[src/logic/cie_pkg.sv]
// Shared constants and types for the instruction execute subset block
package cie_pkg;

    // ************************************************
    // Register bus map
    // ************************************************
    localparam int         ADDR_W     = 8;
    localparam logic [7:0] REG_INSTR  = 8'h00;
    localparam logic [7:0] REG_ACCUM  = 8'h04;
    localparam logic [7:0] REG_STATUS = 8'h08;
    localparam logic [7:0] REG_PC     = 8'h0C;
    localparam logic [7:0] REG_LATCH  = 8'h10;
    localparam logic [7:0] REG_FPTR   = 8'h14;
    localparam logic [7:0] REG_FDATA  = 8'h18;
    localparam logic [7:0] REG_STACK  = 8'h1C;

    // Status register bit positions
    localparam int ST_ZERO   = 0;
    localparam int ST_EXPIRY = 1;
    localparam int ST_SLEEP  = 2;
    localparam int ST_NOP    = 3;

    // ************************************************
    // Instruction word layout
    // ************************************************
    localparam int INSTR_W   = 14;
    localparam int PC_W      = 13;
    localparam int CLASS_HI  = 13;
    localparam int CLASS_LO  = 11;
    localparam int SUB_HI    = 10;
    localparam int SUB_LO    = 8;
    localparam int DEST_BIT  = 7;
    localparam int TARGET_HI = 10;
    localparam int LATCH_HI  = 4;
    localparam int LATCH_LO  = 3;

    localparam logic [2:0] CLS_GROUP = 3'h0;
    localparam logic [2:0] CLS_CALL  = 3'h4;
    localparam logic [2:0] CLS_JUMP  = 3'h5;

    localparam logic [2:0] SUB_RESTART = 3'h0;
    localparam logic [2:0] SUB_ZACC    = 3'h1;
    localparam logic [2:0] SUB_ZFILE   = 3'h2;
    localparam logic [2:0] SUB_INVERT  = 3'h3;
    localparam logic [2:0] SUB_MINUS   = 3'h4;
    localparam logic [2:0] SUB_CDSKIP  = 3'h5;

    // ************************************************
    // Reset values and timing
    // ************************************************
    localparam logic [7:0]  ACCUM_RST  = 8'h00;
    localparam logic [12:0] PC_RST     = 13'h0000;
    localparam logic [7:0]  LATCH_RST  = 8'h00;
    localparam logic        EXPIRY_RST = 1'b1;
    localparam logic        SLEEP_RST  = 1'b1;
    localparam int          PHASE_W    = 2;
    localparam logic [1:0]  PHASE_RDY  = 2'h2;
    localparam logic [1:0]  PHASE_LAST = 2'h3;

    typedef enum logic [1:0] {
        EX_IDLE = 2'b00,
        EX_RUN  = 2'b01,
        EX_DEAD = 2'b10
    } cie_exec_t;

    typedef enum logic [3:0] {
        OP_NOP     = 4'b0000,
        OP_RESTART = 4'b0001,
        OP_ZACC    = 4'b0010,
        OP_ZFILE   = 4'b0011,
        OP_INVERT  = 4'b0100,
        OP_MINUS   = 4'b0101,
        OP_CDSKIP  = 4'b0110,
        OP_CALL    = 4'b0111,
        OP_JUMP    = 4'b1000
    } cie_op_t;

endpackage

[src/logic/cie_file_mem.sv]
// File register memory with one write port and two registered read ports
`timescale 1ns/1ps
module cie_file_mem #(
    parameter int DATA_W = 8,
    parameter int ADDR_W = 7
) (
    input  wire logic              clk,
    input  wire logic              we,
    input  wire logic [ADDR_W-1:0] waddr,
    input  wire logic [DATA_W-1:0] wdata,
    input  wire logic [ADDR_W-1:0] raddr_a,
    output logic      [DATA_W-1:0] rdata_a,
    input  wire logic [ADDR_W-1:0] raddr_b,
    output logic      [DATA_W-1:0] rdata_b
);

    typedef struct packed {
        logic [DATA_W-1:0] rd_a;
        logic [DATA_W-1:0] rd_b;
    } cie_mem_rd_t;

    logic [DATA_W-1:0] mem_q [2**ADDR_W];
    cie_mem_rd_t       rd_r;
    cie_mem_rd_t       rd_nxt;

    always_comb begin
        rd_nxt.rd_a = mem_q[raddr_a];
        rd_nxt.rd_b = mem_q[raddr_b];
    end

    // No reset: contents are undefined until written
    always_ff @(posedge clk) begin
        rd_r <= rd_nxt;
        if (we) begin
            mem_q[waddr] <= wdata;
        end
    end

    assign rdata_a = rd_r.rd_a;
    assign rdata_b = rd_r.rd_b;

endmodule

[src/logic/cie_core.sv]
// Instruction execute subset with APB register access
//
// The register offsets and the APB register port were chosen for this implementation.
`timescale 1ns/1ps
// Function
// - Guard restart op clears the guard counter.
// - Guard restart op clears the guard prescaler in the same execution.
// - Guard restart op sets expiry and sleep entry flags, no operands.
// - Call pushes current program counter plus one onto the stack head.
// - Call loads 11-bit immediate into program counter bits 10 to 0.
// - Call takes counter bits 12 and 11 from latch bits 4 and 3.
// - Call takes two instruction cycles.
// - Invert op complements file, destination bit picks accumulator or file, zero updated.
// - Zero file op writes zero to the addressed file and sets zero.
// - Minus one op decrements file, routed by destination bit, zero updated.
// - Zero accumulator op clears accumulator and sets zero flag.
// - Countdown skip op decrements, routes by destination, leaves flags alone.
// - Countdown skip with zero result discards next fetch, runs two cycles.
// - Jump loads 11-bit immediate plus latch bits, two cycles.
module cie_core #(
    parameter int FILE_AW = 7
) (
    input  wire logic                       pclk,
    input  wire logic                       presetn,
    input  wire logic                       psel,
    input  wire logic                       penable,
    input  wire logic                       pwrite,
    input  wire logic [cie_pkg::ADDR_W-1:0] paddr,
    input  wire logic [31:0]                pwdata,
    output logic      [31:0]                prdata,
    output logic                            pready,
    output logic                            pslverr,
    output logic                            guard_clear,
    output logic                            prescale_clear,
    output logic                            stack_push,
    output logic      [12:0]                stack_data,
    output logic                            zero_flag,
    output logic                            expiry_flag,
    output logic                            sleep_entry_flag,
    output logic      [12:0]                pc_value
);

    // ************************************************
    // Parameter check
    // ************************************************
    if (FILE_AW < 1 || FILE_AW > 7) begin : g_bad_aw
        $error("FILE_AW must lie between 1 and 7");
    end

    // ************************************************
    // State
    // ************************************************
    typedef struct packed {
        logic [1:0]         phase;
        cie_pkg::cie_exec_t state;
        logic [13:0]        instr;
        logic [7:0]         accum;
        logic               zero;
        logic               expiry;
        logic               sleep;
        logic [12:0]        pc;
        logic [7:0]         latch;
        logic [6:0]         fptr;
        logic               guard_clr;
        logic               pre_clr;
        logic               push;
        logic [12:0]        stack;
        logic               pready;
        logic               pslverr;
        logic [31:0]        prdata;
    } cie_state_t;

    cie_state_t s_r;
    cie_state_t s_nxt;

    cie_pkg::cie_op_t   op;
    logic               commit;
    logic               two_cycle;
    logic               dest_file;
    logic [FILE_AW-1:0] faddr;
    logic [7:0]         file_rd;
    logic [7:0]         bus_rd;
    logic [7:0]         alu_res;
    logic [12:0]        pc_inc;
    logic [12:0]        branch_pc;
    logic               bus_acc;
    logic               bus_slot_ok;
    logic               mem_we;
    logic [FILE_AW-1:0] mem_waddr;
    logic [7:0]         mem_wdata;

    function automatic cie_pkg::cie_op_t cie_decode(input logic [13:0] w);
        cie_pkg::cie_op_t d;
        d = cie_pkg::OP_NOP;
        case (w[cie_pkg::CLASS_HI:cie_pkg::CLASS_LO])
            cie_pkg::CLS_CALL: begin
                d = cie_pkg::OP_CALL;
            end
            cie_pkg::CLS_JUMP: begin
                d = cie_pkg::OP_JUMP;
            end
            cie_pkg::CLS_GROUP: begin
                case (w[cie_pkg::SUB_HI:cie_pkg::SUB_LO])
                    cie_pkg::SUB_RESTART: d = cie_pkg::OP_RESTART;
                    cie_pkg::SUB_ZACC:    d = cie_pkg::OP_ZACC;
                    cie_pkg::SUB_ZFILE:   d = cie_pkg::OP_ZFILE;
                    cie_pkg::SUB_INVERT:  d = cie_pkg::OP_INVERT;
                    cie_pkg::SUB_MINUS:   d = cie_pkg::OP_MINUS;
                    cie_pkg::SUB_CDSKIP:  d = cie_pkg::OP_CDSKIP;
                    default:              d = cie_pkg::OP_NOP;
                endcase
            end
            default: begin
                d = cie_pkg::OP_NOP;
            end
        endcase
        return d;
    endfunction

    // ************************************************
    // Decode and datapath
    // ************************************************
    assign op        = cie_decode(s_r.instr);
    assign dest_file = s_r.instr[cie_pkg::DEST_BIT];
    assign faddr     = s_r.instr[FILE_AW-1:0];
    assign pc_inc    = s_r.pc + 13'h0001;
    assign branch_pc = {s_r.latch[cie_pkg::LATCH_HI:cie_pkg::LATCH_LO],
                        s_r.instr[cie_pkg::TARGET_HI:0]};
    assign commit    = (s_r.state == cie_pkg::EX_RUN) && (s_r.phase == cie_pkg::PHASE_LAST);
    assign bus_acc   = psel && penable;

    always_comb begin
        case (op)
            cie_pkg::OP_INVERT: alu_res = ~file_rd;
            cie_pkg::OP_ZFILE:  alu_res = 8'h00;
            default:            alu_res = file_rd - 8'h01;
        endcase
    end

    // Ops that burn a second cycle
    assign two_cycle = (s_r.state == cie_pkg::EX_RUN) &&
                       (op == cie_pkg::OP_CALL || op == cie_pkg::OP_JUMP ||
                        (op == cie_pkg::OP_CDSKIP && alu_res == 8'h00));

    // Instruction writes finish only at a cycle boundary; other writes avoid the commit edge
    assign bus_slot_ok = !pwrite ||
                         ((paddr == cie_pkg::REG_INSTR) ?
                          (s_r.phase == cie_pkg::PHASE_RDY && !two_cycle) :
                          (s_r.phase != cie_pkg::PHASE_RDY));

    // ************************************************
    // Next state
    // ************************************************
    always_comb begin
        s_nxt           = s_r;
        s_nxt.phase     = s_r.phase + 2'h1;
        s_nxt.guard_clr = 1'b0;
        s_nxt.pre_clr   = 1'b0;
        s_nxt.push      = 1'b0;
        s_nxt.pready    = 1'b0;
        s_nxt.pslverr   = 1'b0;
        mem_we          = 1'b0;
        mem_waddr       = faddr;
        mem_wdata       = alu_res;

        if (commit) begin
            // Single cycle unless branching or skipping
            s_nxt.state = two_cycle ? cie_pkg::EX_DEAD : cie_pkg::EX_IDLE;
            s_nxt.pc    = pc_inc;
            case (op)
                cie_pkg::OP_RESTART: begin
                    s_nxt.guard_clr = 1'b1;
                    s_nxt.pre_clr   = 1'b1;
                    s_nxt.expiry    = 1'b1;
                    s_nxt.sleep     = 1'b1;
                end
                cie_pkg::OP_ZACC: begin
                    s_nxt.accum = 8'h00;
                    s_nxt.zero  = 1'b1;
                end
                cie_pkg::OP_ZFILE: begin
                    mem_we     = 1'b1;
                    s_nxt.zero = 1'b1;
                end
                cie_pkg::OP_INVERT, cie_pkg::OP_MINUS: begin
                    mem_we     = dest_file;
                    s_nxt.zero = (alu_res == 8'h00);
                    if (!dest_file) begin
                        s_nxt.accum = alu_res;
                    end
                end
                cie_pkg::OP_CDSKIP: begin
                    mem_we = dest_file;
                    if (!dest_file) begin
                        s_nxt.accum = alu_res;
                    end
                    // Discarded fetch still advances the counter
                    if (alu_res == 8'h00) begin
                        s_nxt.pc = s_r.pc + 13'h0002;
                    end
                end
                cie_pkg::OP_CALL: begin
                    s_nxt.push  = 1'b1;
                    s_nxt.stack = pc_inc;
                    s_nxt.pc    = branch_pc;
                end
                cie_pkg::OP_JUMP: begin
                    s_nxt.pc = branch_pc;
                end
                default: begin
                    s_nxt.pc = pc_inc;
                end
            endcase
        end else if (s_r.state == cie_pkg::EX_DEAD && s_r.phase == cie_pkg::PHASE_LAST) begin
            s_nxt.state = cie_pkg::EX_IDLE;
        end

        // APB answer, one wait state at least
        if (bus_acc && !s_r.pready && bus_slot_ok) begin
            s_nxt.pready = 1'b1;
            s_nxt.prdata = 32'h00000000;
            case (paddr)
                cie_pkg::REG_INSTR:  s_nxt.prdata[13:0] = s_r.instr;
                cie_pkg::REG_ACCUM:  s_nxt.prdata[7:0]  = s_r.accum;
                cie_pkg::REG_STATUS: begin
                    s_nxt.prdata[cie_pkg::ST_ZERO]   = s_r.zero;
                    s_nxt.prdata[cie_pkg::ST_EXPIRY] = s_r.expiry;
                    s_nxt.prdata[cie_pkg::ST_SLEEP]  = s_r.sleep;
                    s_nxt.prdata[cie_pkg::ST_NOP]    = (s_r.state == cie_pkg::EX_DEAD);
                end
                cie_pkg::REG_PC:     s_nxt.prdata[12:0] = s_r.pc;
                cie_pkg::REG_LATCH:  s_nxt.prdata[7:0]  = s_r.latch;
                cie_pkg::REG_FPTR:   s_nxt.prdata[6:0]  = s_r.fptr;
                cie_pkg::REG_FDATA:  s_nxt.prdata[7:0]  = bus_rd;
                cie_pkg::REG_STACK:  s_nxt.prdata[12:0] = s_r.stack;
                default:             s_nxt.pslverr      = 1'b1;
            endcase
            if (pwrite) begin
                s_nxt.prdata = 32'h00000000;
            end
        end

        // Writes take effect on the completing edge only
        if (bus_acc && s_r.pready && pwrite && !s_r.pslverr) begin
            case (paddr)
                cie_pkg::REG_INSTR: begin
                    s_nxt.state = cie_pkg::EX_RUN;
                    s_nxt.instr = pwdata[13:0];
                end
                cie_pkg::REG_ACCUM: s_nxt.accum = pwdata[7:0];
                cie_pkg::REG_STATUS: begin
                    s_nxt.zero   = pwdata[cie_pkg::ST_ZERO];
                    s_nxt.expiry = pwdata[cie_pkg::ST_EXPIRY];
                    s_nxt.sleep  = pwdata[cie_pkg::ST_SLEEP];
                end
                cie_pkg::REG_PC:    s_nxt.pc    = pwdata[12:0];
                cie_pkg::REG_LATCH: s_nxt.latch = pwdata[7:0];
                cie_pkg::REG_FPTR:  s_nxt.fptr  = pwdata[6:0];
                cie_pkg::REG_FDATA: begin
                    mem_we    = 1'b1;
                    mem_waddr = s_r.fptr[FILE_AW-1:0];
                    mem_wdata = pwdata[7:0];
                end
                default: begin
                    s_nxt.stack = s_r.stack;
                end
            endcase
        end
    end

    always_ff @(posedge pclk or negedge presetn) begin
        if (!presetn) begin
            s_r           <= '0;
            s_r.state     <= cie_pkg::EX_IDLE;
            s_r.accum     <= cie_pkg::ACCUM_RST;
            s_r.pc        <= cie_pkg::PC_RST;
            s_r.latch     <= cie_pkg::LATCH_RST;
            s_r.expiry    <= cie_pkg::EXPIRY_RST;
            s_r.sleep     <= cie_pkg::SLEEP_RST;
        end else begin
            s_r <= s_nxt;
        end
    end

    // ************************************************
    // File memory
    // ************************************************
    cie_file_mem #(
        .DATA_W (8),
        .ADDR_W (FILE_AW)
    ) u_file (
        .clk     (pclk),
        .we      (mem_we),
        .waddr   (mem_waddr),
        .wdata   (mem_wdata),
        .raddr_a (faddr),
        .rdata_a (file_rd),
        .raddr_b (s_r.fptr[FILE_AW-1:0]),
        .rdata_b (bus_rd)
    );

    assign prdata           = s_r.prdata;
    assign pready           = s_r.pready;
    assign pslverr          = s_r.pslverr;
    assign guard_clear      = s_r.guard_clr;
    assign prescale_clear   = s_r.pre_clr;
    assign stack_push       = s_r.push;
    assign stack_data       = s_r.stack;
    assign zero_flag        = s_r.zero;
    assign expiry_flag      = s_r.expiry;
    assign sleep_entry_flag = s_r.sleep;
    assign pc_value         = s_r.pc;
endmodule

[config.mk]
export PLATFORM = sky130hd
export DESIGN_NAME = cie_core
export DESIGN_NICKNAME = d
export VERILOG_FILES = /design/src/logic/cie_pkg.sv /design/src/logic/cie_file_mem.sv /design/src/logic/cie_core.sv
export SDC_FILE = /design/constraint.sdc
export NUM_CORES = 2
export LEC_CHECK = 0
export ABC_CLOCK_PERIOD_IN_PS = 7660
export BUFFER_PORTS_ARGS = -buffer_cell sky130_fd_sc_hd__buf_2
export CORE_MARGIN = 8
export CORE_UTILIZATION = 32
export DETAILED_ROUTE_END_ITERATION = 8
export RECOVER_POWER = 100
export REMOVE_ABC_BUFFERS = 1
export SLEW_MARGIN = 20
export SYNTH_ARGS = -nofsm -noshare
export SYNTH_HDL_FRONTEND = slang
export SYNTH_SLANG_ARGS = --single-unit
[constraint.sdc]
create_clock -name pclk -period 7.66 [get_ports pclk]
set_input_delay 0.766 -clock pclk [delete_from_list [all_inputs] [get_ports pclk]]
set_output_delay 0.766 -clock pclk [all_outputs]
set_load 0.005 [all_outputs]
After elaboration in Yosys (flattened, before gate mapping)
Memory sizes are Yosys's and may differ from the RTL's. A register that Yosys moved wholly into a read port is not among the register bits. Cells that the tools add are included.

Register bits after elaboration: 107. Latch bits: 0. Bits in writable memories: 1024. Bits in read-only memories: 0. Output and inout port bits: 66. Memories kept: 1.

$add $sub $neg: 4. Multiply operators: 0. Divide/modulo/power cells: 0. Magnitude comparators: 0. Equality and inequality tests: 28. Shifts and indexed selects: 0. Multiplexer cells: 44. Bitwise gates (word level): 1. Reduce and logical (&&, ||, !) cells: 31.

Memory list: u_file.mem_q (words 128, width 8, rd ports 2, clocked after memory_dff 2, wr ports 1, RTL line cie_file_mem.sv:22) `logic [DATA_W-1:0] mem_q [2**ADDR_W];`.

Operators with widths (number): $mux 55 (1); $mux 13 (4); $mux 8 (5); $mux 34 (1); $eq 8x5->1 const B (4); $mux 16 (2); $pmux 4 s8 (1); $pmux 8 s2 (2); $mux 14 (2); $pmux 13 s2 (1); $mux 24 (1); $mux 7 (3); $pmux 3 s7 (1); $pmux 3 s6 (1); $eq 4x3->1 const B (4); $eq 8x4->1 const B (2); $logic_not 8->1 (2); $pmux 5 s3 (1); $add 13x1->13 const B (1); $add 13x2->13 const B (1); $eq 3x3->1 const B (4); $pmux 4 s3 (1); $logic_and 1x1->1 (11); $mux 2 (5); other kinds (24) (47).

Logic depth before layout (Yosys ltp)
Word-level depth: 15. Gate-level depth with buffers: 11. Depth with buffers taken out: 10.

Modules after synthesis
From an unflattened synthesis, not the netlist that was laid out.

Cell total of the unflattened synthesis: 2718. Area total of the unflattened synthesis: 53742.8 sq um.

Modules (own cells, without submodules): cie_file_mem (instances 1, cells an instance 2063, area an instance 47848.4 sq um); cie_core (instances 1, cells an instance 655, area an instance 5894.4 sq um).

Worst setup path after synthesis
No wires, ideal clock.

Kind: input -> register. Start: in paddr[1] (netlist name). End: mem u_file.mem_q[0][1] (data pin). Library setup time: 0.795 ns. Arrival: 5.305 ns. Data required time: 6.865 ns. Setup slack: 1.560 ns. Cell stages on the path: 7. Buffers on the path: 1. Cell sequence: or4_4 > nor2_1 > nand2_1 > nor3_1 > clkbuf_1 > nor2_1 > nor2_1.

Word-level cells in the longest chain between the ends: 3.

RTL lines: start, declared (RTL line cie_core.sv:28) `input wire logic [cie_pkg::ADDR_W-1:0] paddr,`; $eq 8x5->1 (RTL line cie_core.sv:245) `case (paddr)`; $mux 8 (RTL line cie_core.sv:245); $mux 8 (RTL line cie_core.sv:244) `if (bus_acc && s_r.pready && pwrite && !s_r.pslverr) begin`; net mem_wdata[1] (RTL line cie_core.sv:90) `logic [7:0] mem_wdata;`; end, declared (RTL line cie_file_mem.sv:22).

The timed path passes the listed nets, and every way through them passes these cells.

Worst setup path in the final report
Start: in paddr[1] (netlist name). End: mem u_file.mem_q[43][0] (enable).

Word-level cells in the longest chain between the ends: 5. Elaborated cells between the ends (all ways): 7. Classes of those cells: 1 x eq/ne; 6 x mux.

RTL lines: $eq 8x5->1 (*) (RTL line cie_core.sv:245); $mux 1 (RTL line cie_core.sv:245); $mux 1 (RTL line cie_core.sv:244); $mux 1 (RTL line cie_file_mem.sv:34) `if (we) begin`; $mux 1 (not written as such) (RTL line cie_file_mem.sv:35) `mem_q[waddr] <= wdata;`.

Mark *: on every way between the ends. The rest lies on a longest branch, timed or not.

==> flow_metrics.env <==
export IMPL_run_status="finished, violations left"
export IMPL_violations="max-capacitance violations, max-slew violations"
export IMPL_worst_setup_path_type="primary input to flop"
export IMPL_drive_gt1_share_pct=35.4
export IMPL_cp_num_buf_inv=2
export IMPL_grt_max_degree=124
export IMPL_clock_skew_ns=0.0796
export IMPL_wl_per_cell_um=30.6
export IMPL_synth_async_reset_ratio_pct=7.80
export IMPL_ys_warn_count=0
export IMPL_crit_required_ns=8.01
export IMPL_avgSynthCellArea_um2=19.6
export IMPL_cp_start_kind="primary input"
export IMPL_pre_cts_slack_ns=2.18
export IMPL_drc=0
export IMPL_max_cap_viol_count=6
export IMPL_dp_hpwl_um=99600
export IMPL_syn_inst=2740
export IMPL_crit_slowest_cell="nor4b_1"
export IMPL_core_area_mm2=0.167
export IMPL_ir_drop_uv=183
export IMPL_setup_viol=0
export IMPL_rsz0062_at_grt="no"
export IMPL_crit_family="simple AND/OR/NAND/NOR gates"
export IMPL_antenna_found_initial=7
export IMPL_timing_fmax_mhz=165
export IMPL_grt_pass1_wl_um=219000
export IMPL_post_synth_top_area_cell="edfxtp_1"
export IMPL_ant_nets=0
export IMPL_worst_pin_slew_ns=2.70
export IMPL_synth_most_common_cell="edfxtp_1"
export IMPL_slowest_delay_ns=1.17
export IMPL_synth_seq_cells=1128
export IMPL_initial_core_util_pct=32.2
export IMPL_gr_total_overflow=0
export IMPL_synth_top_cell_area_share_pct=57.2
export IMPL_die_area_mm2=0.181
export IMPL_end_kind="flop"
export IMPL_viasPerCell=5.71
export IMPL_die_height_um=426
export IMPL_cts_max_level=3
export IMPL_fin_setup_tns_ns=0
export IMPL_finalHoldViolCount=0
export IMPL_postCtsSetupBuffers=0
export IMPL_min_period_ns=6.07
export IMPL_p_per_area_mw_per_mm2=213
export IMPL_crit_arrival_ns=6.42
export IMPL_drv_slew=206
export IMPL_path_cells="buf_2 > or4_1 > nor4b_1 > nand2_1 > o21ai_0 > nand3_1 > buf_4 > nor2_1"
export IMPL_fillerInstances=15300
export IMPL_fp_dieW_um=426
export IMPL_ys_seq_area_share_pct=61.9
export IMPL_numCtsBuffers=116
export IMPL_drt_iter0_drc=3770
export IMPL_fin_crit_sh_pct=79.2
export IMPL_leakage_nw=17.8
export IMPL_cts_root_buf="clkbuf_16"
export IMPL_port_buffers=74
export IMPL_rows=150
export IMPL_netlist_top_cells_area="edfxtp_1 (57%), mux4_2 (28%), dfrtp_1 (4.0%)"
export IMPL_crit_fanout=11
export IMPL_totalWireLength_um=154000
export IMPL_grt_pass1_vias=28800
export IMPL_slew_headroom_pct=-80.8
export IMPL_synth_flop_cell="edfxtp_1"
export IMPL_synth_area_mm2=0.0537
export IMPL_cts_sinks=1128
export IMPL_cts_max_path_buffers=3
export IMPL_nets=2795
export IMPL_clk_latency_ns=0.78
export IMPL_synth_distinct_cells=69
export IMPL_ios=111
export IMPL_cts_tree="built"
export IMPL_finalWorstSetupSlack_ns=1.59
export IMPL_synth_common_cells="edfxtp_1 (1024), mux4_2 (672), nor2_1 (182)"
export IMPL_gp_congestion=0.867
export IMPL_clk_transition_reported_paths_ns=0.06
export IMPL_hold_class="primary input to flop"
export IMPL_synth_edf_count=1024
export IMPL_vias=28800
export IMPL_drt_pass1_iterations=8
export IMPL_area_growth_pct=11.5
export IMPL_grt_usage_pct=16.6
export IMPL_fin_total_pwr_mw=12.8
-- routing by layer --
metal	vias to the layer above	global-route usage (%)	share of wire, %
li1	11700	-	-
met4	0	4.27	2.8
met2	1282	27.2	48
met3	228	3.39	8.3
met5	-	0	0
met1	15600	22.8	41
-- stage by stage --
step                      instances  utilization, %  hold slack (ns)  area [µm²]
after floorplan                2490               -            0.418       52400
after global placement         4829            33.7            0.431       56200
after detailed placement       4829            33.7            0.446       56200
after CTS                      5042            35.9            0.228       60000
after global routing           5043            35.8            0.257       59900
final                          5045            35.8            0.291       59900
-- report_power, final --
part | internal [mW] | switching [mW] | total [mW]
registers | 6.69 | 0.0962 | 6.79
clock network | 3.18 | 2.48 | 5.66
logic | 0.128 | 0.206 | 0.334
-- logic make-up (layout without fill, tap and decap cells) --
group / after synthesis / in the layout / synth area share, %
adders and majority gates: 5 / 5 / 0.116
xor gates and xnor gates: 14 / 14 / 0.228
DFF: 1128 / 1128 / 61.9
and+or+nand+nor: 383 / 383 / 3.26
muxes: 727 / 727 / 29.3
other: 1 / 20 / 0.00698
buffers and inverters: 279 / 361 / 2.63
AOI/OAI and AO/OA: 203 / 203 / 2.51
-- registers in the layout, summed over array words and instances, names as in the netlist --
name	flops
branch_pc	13
expiry_flag	1
guard_clear	1
pc_value	13
prdata	14
pready	1
pslverr	1
s_r	28
sleep_entry_flag	1
stack_data	13
stack_push	1
u_file.mem_q	1024
u_file.rdata_a	8
u_file.rdata_b	8
zero_flag	1
-- cells in the final DEF (no fill, tap or decap), types with 6 or more instances in the layout --
| cell | n |
|---|---|
| a22oi_1 | 26 |
| a21oi_1 | 31 |
| mux2_2 | 47 |
| bufinv_16 | 10 |
| dfrtp_1 | 80 |
| conb_1 | 18 |
| clkbuf_16 | 118 |
| mux4_2 | 672 |
| clkinvlp_4 | 6 |
| dfxtp_1 | 16 |
| nor2_1 | 179 |
| nor3_1 | 21 |
| o2bb2ai_1 | 6 |
| clkinv_2 | 16 |
| clkbuf_1 | 64 |
| edfxtp_1 | 1024 |
| a31oi_1 | 12 |
| clkinv_1 | 25 |
| o21ai_0 | 59 |
| buf_12 | 9 |
| xnor2_1 | 9 |
| a221oi_1 | 7 |
| o31ai_1 | 7 |
| dfrtp_4 | 6 |
| inv_1 | 12 |
| buf_4 | 46 |
| and3_1 | 6 |
| nand2b_1 | 10 |
| buf_2 | 41 |
| nand3_1 | 24 |
| or3_1 | 14 |
| mux2i_1 | 8 |
| nand2_1 | 83 |
| nor3b_1 | 7 |
| a22o_1 | 11 |
-- path summary, 6_finish.rpt --
kind	startpoint	slack, ns	endpoint	cells past startpoint
max in group asynchronous	presetn	5.22	branch_pc[0]	3
hold / removal	pwdata[13]	0.29	s_r[102]	2
min in group asynchronous	presetn	0.83	branch_pc[9]	2
setup reg to reg	pready	2.01	u_file.mem_q[87][3]	7
setup / recovery	paddr[1]	1.59	u_file.mem_q[43][0]	8
hold reg to reg	s_r[105]	0.45	s_r[105]	1
-- cell type report --
cell class                 instances  area, µm²  share of cell area, %
sequential                      1128      33300                   55.6
multi-input combinational       1350      19100                   31.9
clock buffer                     144       3060                   5.11
tap                             2204       2760                   4.61
timing repair buffer             137        892                   1.49
clock inverter                    68        712                   1.19
inverter                          12       45.0                 0.0752
antenna                            2       5.00                0.00836
-- repair_timing --
action / 4_1_cts / 5_1_grt
endpoints found under the hold margin: 21 / 0
hold buffers: 1 / 0
resized for setup: 0 / 0
No activity file was read; power rests on OpenSTA's default activity.
